[src/hw/ast_pkg.sv]
package ast_pkg;

	// ****************************************************************
	// Register port geometry
	// ****************************************************************
	localparam int ADDR_W = 4;                 // Register address width
	localparam int DATA_W = 16;                // Register data width
	localparam int CTRL_W = 11;                // Control register width
	localparam int TMR_W  = 24;                // Bit timer width
	localparam int CHAR_W = 9;                 // Widest character

	localparam logic [ADDR_W-1:0] REG_CTRL   = 4'h0; // Control, read/write
	localparam logic [ADDR_W-1:0] REG_STATUS = 4'h4; // Status, read only
	localparam logic [ADDR_W-1:0] REG_BAUD   = 4'h8; // Baud divisor
	localparam logic [ADDR_W-1:0] REG_TXBUF  = 4'hc; // Transmit buffer

	// ****************************************************************
	// Control register fields
	// ****************************************************************
	localparam int C_SERIAL_PORT_ENABLE  = 0;   // serial_port_enable
	localparam int C_SYNC  = 1;   // Mode select, 0 = asynchronous
	localparam int C_TX_ENABLE_BIT  = 2;   // tx_enable_bit
	localparam int C_NINE  = 3;   // nine_bit_tx_enable
	localparam int C_POL   = 4;   // tx_polarity_select
	localparam int C_NINTH = 5;   // tx_ninth_bit
	localparam int C_BAUD_HIGH_SPEED  = 6;   // baud_high_speed
	localparam int C_BAUD_16BIT_SELECT = 7;   // baud_16bit_select
	localparam int C_TXIE  = 8;   // tx_irq_enable
	localparam int C_PERIPHERAL_IRQ_MASTER_ENABLE  = 9;   // peripheral_irq_master_enable
	localparam int C_GIE   = 10;  // global_irq_enable

	// Status register fields
	localparam int S_FLAG  = 0;   // tx_irq_flag
	localparam int S_EMPTY = 1;   // shift_empty_status

	localparam logic [CTRL_W-1:0] CTRL_RST = 11'h000; // Control reset
	localparam logic [DATA_W-1:0] BAUD_RST = 16'h0000; // Divisor reset

	// ****************************************************************
	// Baud prescale per speed selection
	// ****************************************************************
	localparam logic [6:0] PRE_SLOW = 7'h40;  // Both speed bits clear
	localparam logic [6:0] PRE_MID  = 7'h10;  // One speed bit set
	localparam logic [6:0] PRE_FAST = 7'h04;  // Both speed bits set

	localparam logic [3:0] LAST_BIT_8 = 4'h7; // Last index, 8 data bits
	localparam logic [3:0] LAST_BIT_9 = 4'h8; // Last index, 9 data bits

	// Frame position shared by both ends
	typedef enum logic [1:0] {
		ST_IDLE,
		ST_START,
		ST_DATA,
		ST_STOP
	} ast_frame_type;

endpackage

[src/hw/ast_line_if.sv]
`timescale 1ns/1ps
// Serial line between transmitter and remote receiver
interface ast_line_if;
	logic ser_data;      // Line level driven by the transmitter
	logic ser_drive_en;  // High while the transmitter drives the line

	// Transmitter end
	modport dev_mp (
		output ser_data,
		output ser_drive_en
	);

	// Remote receiver end
	modport rcv_mp (
		input ser_data,
		input ser_drive_en
	);
endinterface

[src/hw/ast_tx.sv]
// The address-and-strobe port and the address map were chosen for this implementation.
`timescale 1ns/1ps
module ast_tx (
	input  wire logic                      sys_clk_i,
	input  wire logic                      rst_i,
	input  wire logic [ast_pkg::ADDR_W-1:0] addr_i,
	input  wire logic [ast_pkg::DATA_W-1:0] wdata_i,
	input  wire logic                      wr_i,
	input  wire logic                      rd_i,
	output logic      [ast_pkg::DATA_W-1:0] rdata_o,
	output logic                           irq_o,
	ast_line_if.dev_mp                     line
);

	// ****************************************************************
	// State
	// ****************************************************************
	typedef struct packed {
		ast_pkg::ast_frame_type           st;      // Frame position
		logic [ast_pkg::TMR_W-1:0]        tmr;     // Clocks into bit
		logic [3:0]                       nbits;   // Data bit index
		logic [ast_pkg::CHAR_W-1:0]       shf;     // tx_shift_reg
		logic [ast_pkg::CHAR_W-1:0]       hold;    // tx_buffer
		logic                             full;    // Buffer pending
		logic [ast_pkg::CTRL_W-1:0]       ctrl;    // Control bits
		logic [ast_pkg::DATA_W-1:0]       div;     // Baud divisor
		logic                             flag;    // tx_irq_flag
		logic                             irq;     // Interrupt request
		logic                             line;    // Line level
		logic                             drv;     // Line driver on
		logic [ast_pkg::DATA_W-1:0]       rdata;   // Read answer
	} ast_tx_state_type;

	ast_tx_state_type s_q;         // Registered state
	ast_tx_state_type s_d;         // Next state
	logic [6:0]                  pre;     // Selected prescale
	logic [ast_pkg::DATA_W-1:0]  div_eff; // Divisor in use
	logic [ast_pkg::TMR_W-1:0]   per_m1;  // Clocks per bit minus one
	logic                        en;      // Transmitter may run
	logic                        bit_end; // Last clock of a bit
	logic [3:0]                  last;    // Index of final data bit

	// ****************************************************************
	// Baud period
	// ****************************************************************
	// Prescale from the two speed bits, divisor 8 or 16 bit wide
	always_comb begin
		unique case ({s_q.ctrl[ast_pkg::C_BAUD_16BIT_SELECT], s_q.ctrl[ast_pkg::C_BAUD_HIGH_SPEED]})
			2'b00: pre = ast_pkg::PRE_SLOW;
			2'b11: pre = ast_pkg::PRE_FAST;
			default: pre = ast_pkg::PRE_MID;
		endcase
		div_eff = s_q.ctrl[ast_pkg::C_BAUD_16BIT_SELECT] ? s_q.div
			: {8'h00, s_q.div[7:0]};
		per_m1 = ast_pkg::TMR_W'(pre) *
			(ast_pkg::TMR_W'(div_eff) + 24'h000001) - 24'h000001;
	end

	// ****************************************************************
	// Next state
	// ****************************************************************
	// Register writes, then the frame sequencer, then outputs
	always_comb begin
		s_d = s_q;
		s_d.rdata = '0;
		en = s_q.ctrl[ast_pkg::C_SERIAL_PORT_ENABLE] & s_q.ctrl[ast_pkg::C_TX_ENABLE_BIT]
			& ~s_q.ctrl[ast_pkg::C_SYNC];
		bit_end = (s_q.tmr == per_m1);
		last = s_q.ctrl[ast_pkg::C_NINE] ? ast_pkg::LAST_BIT_9
			: ast_pkg::LAST_BIT_8;

		// Writes; status holds no writable bit
		if (wr_i) begin
			unique case (addr_i)
				ast_pkg::REG_CTRL: begin
					s_d.ctrl = wdata_i[ast_pkg::CTRL_W-1:0];
				end
				ast_pkg::REG_BAUD: begin
					s_d.div = wdata_i;
				end
				ast_pkg::REG_TXBUF: begin
					// Ninth bit already sits in control
					if (en) begin
						s_d.hold = {s_q.ctrl[ast_pkg::C_NINTH]
							& s_q.ctrl[ast_pkg::C_NINE],
							wdata_i[7:0]};
						s_d.full = 1'b1;
					end
				end
				default: begin
					// Status and unmapped: writes ignored
				end
			endcase
		end

		// Reads answer in the next cycle
		if (rd_i) begin
			unique case (addr_i)
				ast_pkg::REG_CTRL: s_d.rdata = {5'h00, s_q.ctrl};
				ast_pkg::REG_BAUD: s_d.rdata = s_q.div;
				ast_pkg::REG_STATUS: begin
					s_d.rdata[ast_pkg::S_FLAG]  = s_q.flag;
					s_d.rdata[ast_pkg::S_EMPTY] =
						(s_q.st == ast_pkg::ST_IDLE);
				end
				default: s_d.rdata = '0;
			endcase
		end

		// Frame sequencer
		unique case (s_q.st)
			ast_pkg::ST_IDLE: begin
				// Empty shifter takes the character at once
				if (s_d.full) begin
					s_d.shf  = s_d.hold;
					s_d.full = 1'b0;
					s_d.tmr  = '0;
					s_d.st   = ast_pkg::ST_START;
				end
			end
			ast_pkg::ST_START: begin
				s_d.tmr = s_q.tmr + 24'h000001;
				if (bit_end) begin
					s_d.tmr   = '0;
					s_d.nbits = 4'h0;
					s_d.st    = ast_pkg::ST_DATA;
				end
			end
			ast_pkg::ST_DATA: begin
				s_d.tmr = s_q.tmr + 24'h000001;
				if (bit_end) begin
					s_d.tmr   = '0;
					s_d.shf   = {1'b0, s_q.shf[8:1]};
					s_d.nbits = s_q.nbits + 4'h1;
					if (s_q.nbits == last) begin
						s_d.st = ast_pkg::ST_STOP;
					end
				end
			end
			ast_pkg::ST_STOP: begin
				s_d.tmr = s_q.tmr + 24'h000001;
				if (bit_end) begin
					s_d.tmr = '0;
					// Queued character starts without a gap
					if (s_d.full) begin
						s_d.shf  = s_d.hold;
						s_d.full = 1'b0;
						s_d.st   = ast_pkg::ST_START;
					end else begin
						s_d.st = ast_pkg::ST_IDLE;
					end
				end
			end
		endcase

		// Disabled transmitter drops the frame in progress and the pending character
		if (!en) begin
			s_d.st    = ast_pkg::ST_IDLE;
			s_d.tmr   = '0;
			s_d.nbits = 4'h0;
			s_d.shf   = '0;
			s_d.full  = 1'b0;
		end

		// Line level from the next frame position
		unique case (s_d.st)
			ast_pkg::ST_START: s_d.line = 1'b0;
			ast_pkg::ST_DATA:  s_d.line = s_d.shf[0];
			default:           s_d.line = 1'b1;
		endcase
		s_d.line = s_d.line ^ s_q.ctrl[ast_pkg::C_POL];
		s_d.drv  = s_q.ctrl[ast_pkg::C_SERIAL_PORT_ENABLE];

		// Flag follows buffer state, one cycle behind
		s_d.flag = s_q.ctrl[ast_pkg::C_TX_ENABLE_BIT] & ~s_q.full;
		s_d.irq  = s_q.flag & s_q.ctrl[ast_pkg::C_TXIE]
			& s_q.ctrl[ast_pkg::C_PERIPHERAL_IRQ_MASTER_ENABLE] & s_q.ctrl[ast_pkg::C_GIE];
	end

	// ****************************************************************
	// State register
	// ****************************************************************
	always_ff @(posedge sys_clk_i or posedge rst_i) begin
		if (rst_i) begin
			s_q      <= '0;
			s_q.ctrl <= ast_pkg::CTRL_RST;
			s_q.div  <= ast_pkg::BAUD_RST;
			s_q.line <= 1'b1;
		end else begin
			s_q <= s_d;
		end
	end

	// Outputs straight from the state register
	assign rdata_o           = s_q.rdata;
	assign irq_o             = s_q.irq;
	assign line.ser_data     = s_q.line;
	assign line.ser_drive_en = s_q.drv;

endmodule

[src/flat_wrapper.sv]
// flat-port wrapper written by rule: the top's interface ports become plain ports
module ast_tx_flat 
  (sys_clk_i, rst_i, addr_i, wdata_i, wr_i, rd_i, rdata_o, irq_o, line_ser_data, line_ser_drive_en);
  ast_line_if line_i ();
  input  wire logic sys_clk_i;
  input  wire logic rst_i;
  input  wire logic [ast_pkg::ADDR_W-1:0] addr_i;
  input  wire logic [ast_pkg::DATA_W-1:0] wdata_i;
  input  wire logic wr_i;
  input  wire logic rd_i;
  output logic      [ast_pkg::DATA_W-1:0] rdata_o;
  output logic irq_o;
  output wire logic [$bits(line_i.ser_data)-1:0] line_ser_data;
  output wire logic [$bits(line_i.ser_drive_en)-1:0] line_ser_drive_en;
  assign line_ser_data = line_i.ser_data;
  assign line_ser_drive_en = line_i.ser_drive_en;
  ast_tx u_core (.sys_clk_i(sys_clk_i), .rst_i(rst_i), .addr_i(addr_i), .wdata_i(wdata_i), .wr_i(wr_i), .rd_i(rd_i), .rdata_o(rdata_o), .irq_o(irq_o), .line(line_i));
endmodule
[config.mk]
export PLATFORM = sky130hd
export DESIGN_NAME = ast_tx_flat
export DESIGN_NICKNAME = d
export VERILOG_FILES = /design/src/hw/ast_pkg.sv /design/src/hw/ast_line_if.sv /design/src/hw/ast_tx.sv /design/src/flat_wrapper.sv
export SDC_FILE = /design/constraint.sdc
export NUM_CORES = 1
export LEC_CHECK = 0
export BUFFER_PORTS_ARGS = -buffer_cell sky130_fd_sc_hd__buf_2
export CAP_MARGIN = 25
export CORE_UTILIZATION = 50
export DETAILED_ROUTE_END_ITERATION = 6
export PLACE_DENSITY = 0.75
export SLEW_MARGIN = 20
export SYNTH_ARGS = -nofsm -noshare
export SYNTH_HDL_FRONTEND = slang
export SYNTH_SLANG_ARGS = --single-unit
[constraint.sdc]
create_clock -name sys_clk_i -period 13.5 [get_ports sys_clk_i]
set_input_delay 1.35 -clock sys_clk_i [delete_from_list [all_inputs] [get_ports sys_clk_i]]
set_output_delay 1.35 -clock sys_clk_i [all_outputs]
set_load 0.02 [all_outputs]
## Yosys cells after proc, flatten, opt, wreduce, memory -nomap -nowiden

Index checks and enable logic that the tools add are counted.

- Register bits after elaboration: 96
- Input port bits: 24
- Output and inout bits: 19
- Logic and storage cells: 80

- Add/sub/neg operators: 4
- $mul: 1
- Equal/unequal tests: 17
- Mux-type cells: 27
- Bitwise operators: 10
- Reductions and logical operators: 7

Operator list:

| cell | number |
|---|---|
| $pmux W26 S4 | 1 |
| $mux W39 | 2 |
| $mux W26 | 2 |
| $mux W16 | 3 |
| $mux W37 | 1 |
| $mux W30 | 1 |
| $pmux W14 S2 | 1 |
| $pmux W9 S3 | 1 |
| $add A24 B1 Y24 const B | 1 |
| $eq A24 B24 Y1 | 1 |
| $mul A7 B24 Y24 | 1 |
| $sub A24 B1 Y24 const B | 1 |
| $mux W10 | 2 |
| $mux W9 | 2 |
| $add A16 B1 Y17 const B | 1 |
| $ne A3 B3 Y1 const B | 5 |
| $pmux W7 S2 | 1 |
| $mux W11 | 1 |
| $eq A2 B2 Y1 const B | 4 |
| $eq A4 B4 Y1 const B | 2 |
| $pmux W4 S2 | 1 |
| $and A1 B1 Y1 | 7 |
| $pmux W2 S3 | 1 |
| $reduce_and A3 Y1 | 2 |
| other kinds (14) | 21 |

## Longest topological paths before layout

- Word-level depth: 12
- Depth in mapped cells: 30
- Gate-level depth less buffers: 26

## Least setup slack after synthesis

No wires, ideal clock.

- Path type: register to register
- Start: register u_core.s_q[43] (netlist name)
- End: register u_core.s_q (netlist bit u_core.line.ser_data)
- Library setup time: 0.075 ns
- Arrival: 6.805 ns
- Required time: 13.425 ns
- Setup slack: 6.620 ns
- Cell stages (with the launch flop): 29
- Buffers on the path: 6
- Period minus slack after synthesis: 6.880 ns
- Path through: dfrtp_1 -> clkbuf_1 -> clkbuf_1 -> inv_1 -> ha_1 -> inv_1 -> clkbuf_1 -> nor2_1 -> ha_1 -> fa_1 -> inv_1 -> fa_1 -> inv_1 -> ha_1 -> ha_1 -> buf_2 -> and4_4 -> and3_1 -> a311o_1 -> nand4b_1 -> a2111o_1 -> or4_1 -> buf_2 -> or2_1 -> buf_6 -> a31o_1 -> or4_1 -> o21ai_1 -> xnor2_1

RTL lines:

| item | line | RTL |
|---|---|---|
| start: declaration | ast_tx.sv:34 | `ast_tx_state_type s_q;` |

## Worst setup path in the final report

- Start: register u_core.s_q[22] (netlist name)
- End: register u_core.s_q[75] (netlist name)

- Word-level cells in the longest chain between the ends: 8
- Elaborated cells on any way between the ends: 10
- Classes of those cells: add/sub: 2; mul: 1; eq/ne: 1; mux: 6

RTL lines:

| item | line | RTL |
|---|---|---|
| $mux W16 (*) | ast_tx.sv:53 | `div_eff = s_q.ctrl[ast_pkg::C_BAUD_16BIT_SELECT] ? s_q.div` |
| $add A16 B1 Y17 (*) | ast_tx.sv:56 | `(ast_pkg::TMR_W'(div_eff) + 24'h000001) - 24'h000001;` |
| $mul A7 B24 Y24 (*) | ast_tx.sv:55 | `per_m1 = ast_pkg::TMR_W'(pre) *` |
| $sub A24 B1 Y24 (*) | ast_tx.sv:56 |  |
| $eq A24 B24 Y1 (*) | ast_tx.sv:68 | `bit_end = (s_q.tmr == per_m1);` |
| $mux W26 (tied with other cells) | ast_tx.sv:142 | `if (bit_end) begin` |
| $pmux W26 S4 (*) | ast_tx.sv:111 | `unique case (s_q.st)` |
| $mux W39 (*) | ast_tx.sv:157 | `if (!en) begin` |

Every way passes the cells marked *; elsewhere a longest branch is shown, timed or not. The select of a mux whose other input is x is not followed.
A chain may end at the register's enable or synchronous reset.

==> impl_results.md <==
- Biggest area consumer among synthesized cells: dfrtp_1
- DPL Wire Length: 13.8 mm
- Grt total ovfl: 0
- PwrDens: 213 mW/mm2
- Share of layout cells above drive strength 1: 0.130
- Syn-to-layout area delta: 7.67%
- # rows: 45
- Xor/xnor share of the synthesized area: 0.0592
- Nets: 1015
- Kind of critical path: flop to flop
- Sequential fraction of the synthesis area: 0.306
- Minimum clock period: 7780 ps
- Commonest non-fill, non-tap cell in the layout: dfrtp_1
- Max Buffers Root-to-Sink: 2
- Post-CTS sizing: 0
- DR vias: 6274
- Syn avg cell area: 8.92 um2
- Fmax: 129 MHz
- Max_slew headroom: 0.348
- Peak VDD IR: 0.000118 V
- Share of the synthesized area in the top cell type: 0.303
- Die H: 127 um
- Crit path arrival time: 8020 ps
- Yosys reg bits: 96
- Ys flop type: dfrtp_1
- Fin Setup TNS: 0 ps
- Register Area: 0.00240 mm2
- Setup ws final: 5720 ps
- Main combinational cell family by area after synthesis: adder cells
- Clock skew: 12.4 ps
- Count of cell types in the netlist: 67
- Initial antenna violation count: 0
- Worst-path clk slew: 80 ps
- Area contributors post-synth: dfrtp_1, ha_1, fa_1
- Synthesized-area fraction occupied by adder cells: 0.187
- Synth Area in Compound Gates: 0.129
- Design area: 0.00845 mm2
- Worst-margin pin slew: 976 ps
- DRT Pass-1 Iters: 5
- Post-synth EDFFs: 0
- Synth warnings: 0
- Final Hold Viols: 0
- Vias/cell: 5.66
- Largest net degree at the start of global routing: 70
- Placement Cell Area: 0.00812 mm2
- Max-cap viol count: 0
- Clk sinks: 96
- Post-CTS setup buffer count: 0
- # H-tree levels: 3
- Req. time, crit path: 13730 ps
- I/O Pins: 43
- RSZ-0062 raised after global routing: no
- CTS hold repair buffers: 0
- Async set-reset flop share out of synthesis: 1.00
- Synth Cell Area: 0.00784 mm2
- Port Buf Inserts: 42
- Vias in the first global route: 6068
- Die area: 0.0162 mm2
- Setup violators final: 0
- DRC viols: 0
- Diode count: 0
- GRT Util Overall: 0.233
- Placement Setup Slack: 5850 ps
- Drt wl/cell: 16.2 um
- Mux cell area share after synthesis: 0.0581
- First-pass GRT wire length: 29.9 mm
- Clock tree root buffer cell: clkbuf_16
- RePlAce Congestion: 0.966
- CTS tree: done
- Core area: 0.0153 mm2
- Clk Latency, worst-skew pair: 360 ps
- Nature of the critical path endpoint: flop
- Multi-input gate area: 0.00486 mm2
- Leak pwr: 4.06 nW
- Final Slew Violations: 0
- # fillers: 1339
- HP Class: flop to flop
- Synthesized instance count: 879
- Routed wire length: 18.0 mm
- Crit share post-route: 0.576
- Num CTS Buffers: 9
- Initial core utilization: 0.514
- Iteration-0 DRC Markers: 399
- Synthesized net count: 1002
- CP Max Fanout: 28
- Final antenna-violating net count: 0
- Status: complete, no violations
- Die width: 127 um
- Synth Area in Simple Gates: 0.185
- Crit start category: flop
- Most frequent cells in the layout: dfrtp_1, inv_1, nand2_1, ha_1, o21ai_0
-- cell families after synthesis --
| logic type | Yosys count |
|---|---|
| AO/OA/AOI/OAI | 163 |
| buffers and inverters | 137 |
| AND/OR/NAND/NOR | 290 |
| adder cells (fa/ha/maj) | 99 |
| multiplexers | 41 |
| XOR/XNOR | 53 |
| flip-flops | 96 |
-- worst paths after layout --
| check | depth (start not counted) | endpoint | slack [ps] | start |
|---|---|---|---|---|
| max in group asynchronous | 3 | u_core.irq_o | 11360 | rst_i |
| max reg2reg | 24 | u_core.s_q[75] | 5720 | u_core.s_q[22] |
| max | 24 | u_core.s_q[75] | 5720 | u_core.s_q[22] |
| min | 1 | u_core.s_q[19] | 470 | u_core.s_q[47] |
| min in group asynchronous | 2 | u_core.s_q[75] | 970 | rst_i |
| min reg2reg | 1 | u_core.s_q[19] | 470 | u_core.s_q[47] |
-- through the flow --
stage / hold slack, ps / util / instances / power, W
2_1_floorplan: 388 / - / 879 / 0.00127
3_3_place_gp: 449 / 0.532 / 1091 / 0.00150
3_5_place_dp: 450 / 0.532 / 1091 / 0.00152
4_1_cts: 468 / 0.553 / 1107 / 0.00179
5_1_grt: 482 / 0.554 / 1108 / 0.00196
6_report: 466 / 0.554 / 1108 / 0.00180
-- cell usage after synthesis, types with 5 or more instances --
| master | number |
|---|---|
| nor4_1 | 6 |
| mux2i_1 | 5 |
| buf_2 | 8 |
| and3_1 | 24 |
| a22oi_1 | 10 |
| nand2_1 | 76 |
| nor3_1 | 13 |
| fa_1 | 30 |
| nor2_1 | 59 |
| nand3_1 | 38 |
| a21oi_1 | 35 |
| and4_1 | 5 |
| clkbuf_1 | 21 |
| o21ai_1 | 6 |
| nand2b_1 | 10 |
| dfrtp_1 | 95 |
| xor2_1 | 27 |
| ha_1 | 69 |
| o21ai_0 | 61 |
| inv_1 | 91 |
| buf_4 | 16 |
| a211oi_1 | 5 |
| o31ai_1 | 6 |
| or4_1 | 6 |
| mux2_2 | 35 |
| nor2b_1 | 14 |
| and2_1 | 8 |
| nand4_1 | 15 |
| xnor2_1 | 26 |
-- metal layers --
layer / global-route usage / up-vias / wire (um)
met2: 0.382 / 145 / 8650
met1: 0.319 / 3073 / 8300
met4: 0.0672 / 0 / 227
met5: 0 / - / 0
li1: - / 3041 / -
met3: 0.0385 / 15 / 809
-- worst max-delay path, stage by stage (launching register included) --
cell and delay (ps):
dfrtp_1 440, and3_1 230, and3_1 230, nand3_1 180, nor2_1 220, nand3_1 120
xnor2_1 240, nand2_1 110, nor2_1 130, ha_1 250, fa_1 480, inv_1 50
fa_1 520, inv_1 50, ha_1 300, ha_1 290, a21oi_1 320, o21ai_0 250
or3b_2 510, o221ai_1 240, xnor2_1 100, o21ai_1 320, or2_1 610, nand3_1 830
o41ai_1 630
-- power breakdown --
group          total [W]  internal (W)  switching (W)  leakage [nW]
sequential      0.000341      0.000310      0.0000313          1.28
combinational    0.00120      0.000487       0.000709          2.62
clock           0.000262      0.000134       0.000128         0.154
total            0.00180      0.000931       0.000868          4.06
-- registers in the layout, indices dropped and copies added, names as in the netlist --
signal / flops
u_core.rdata_o: 16
u_core.s_d: 1
u_core.line.ser_drive_en: 1
u_core.irq_o: 1
u_core.line.ser_data: 1
u_core.s_q: 76
-- layout make-up --
type                            instances  area share
Tap cell                              211      0.0313
Sequential cell                        96       0.285
Multi-Input combinational cell        646       0.575
Clock inverter                          7      0.0111
Inverter                               91      0.0407
Clock buffer                            9      0.0267
Timing Repair Buffer                   48      0.0302
Note: power is estimated with default switching activity, not from simulation.
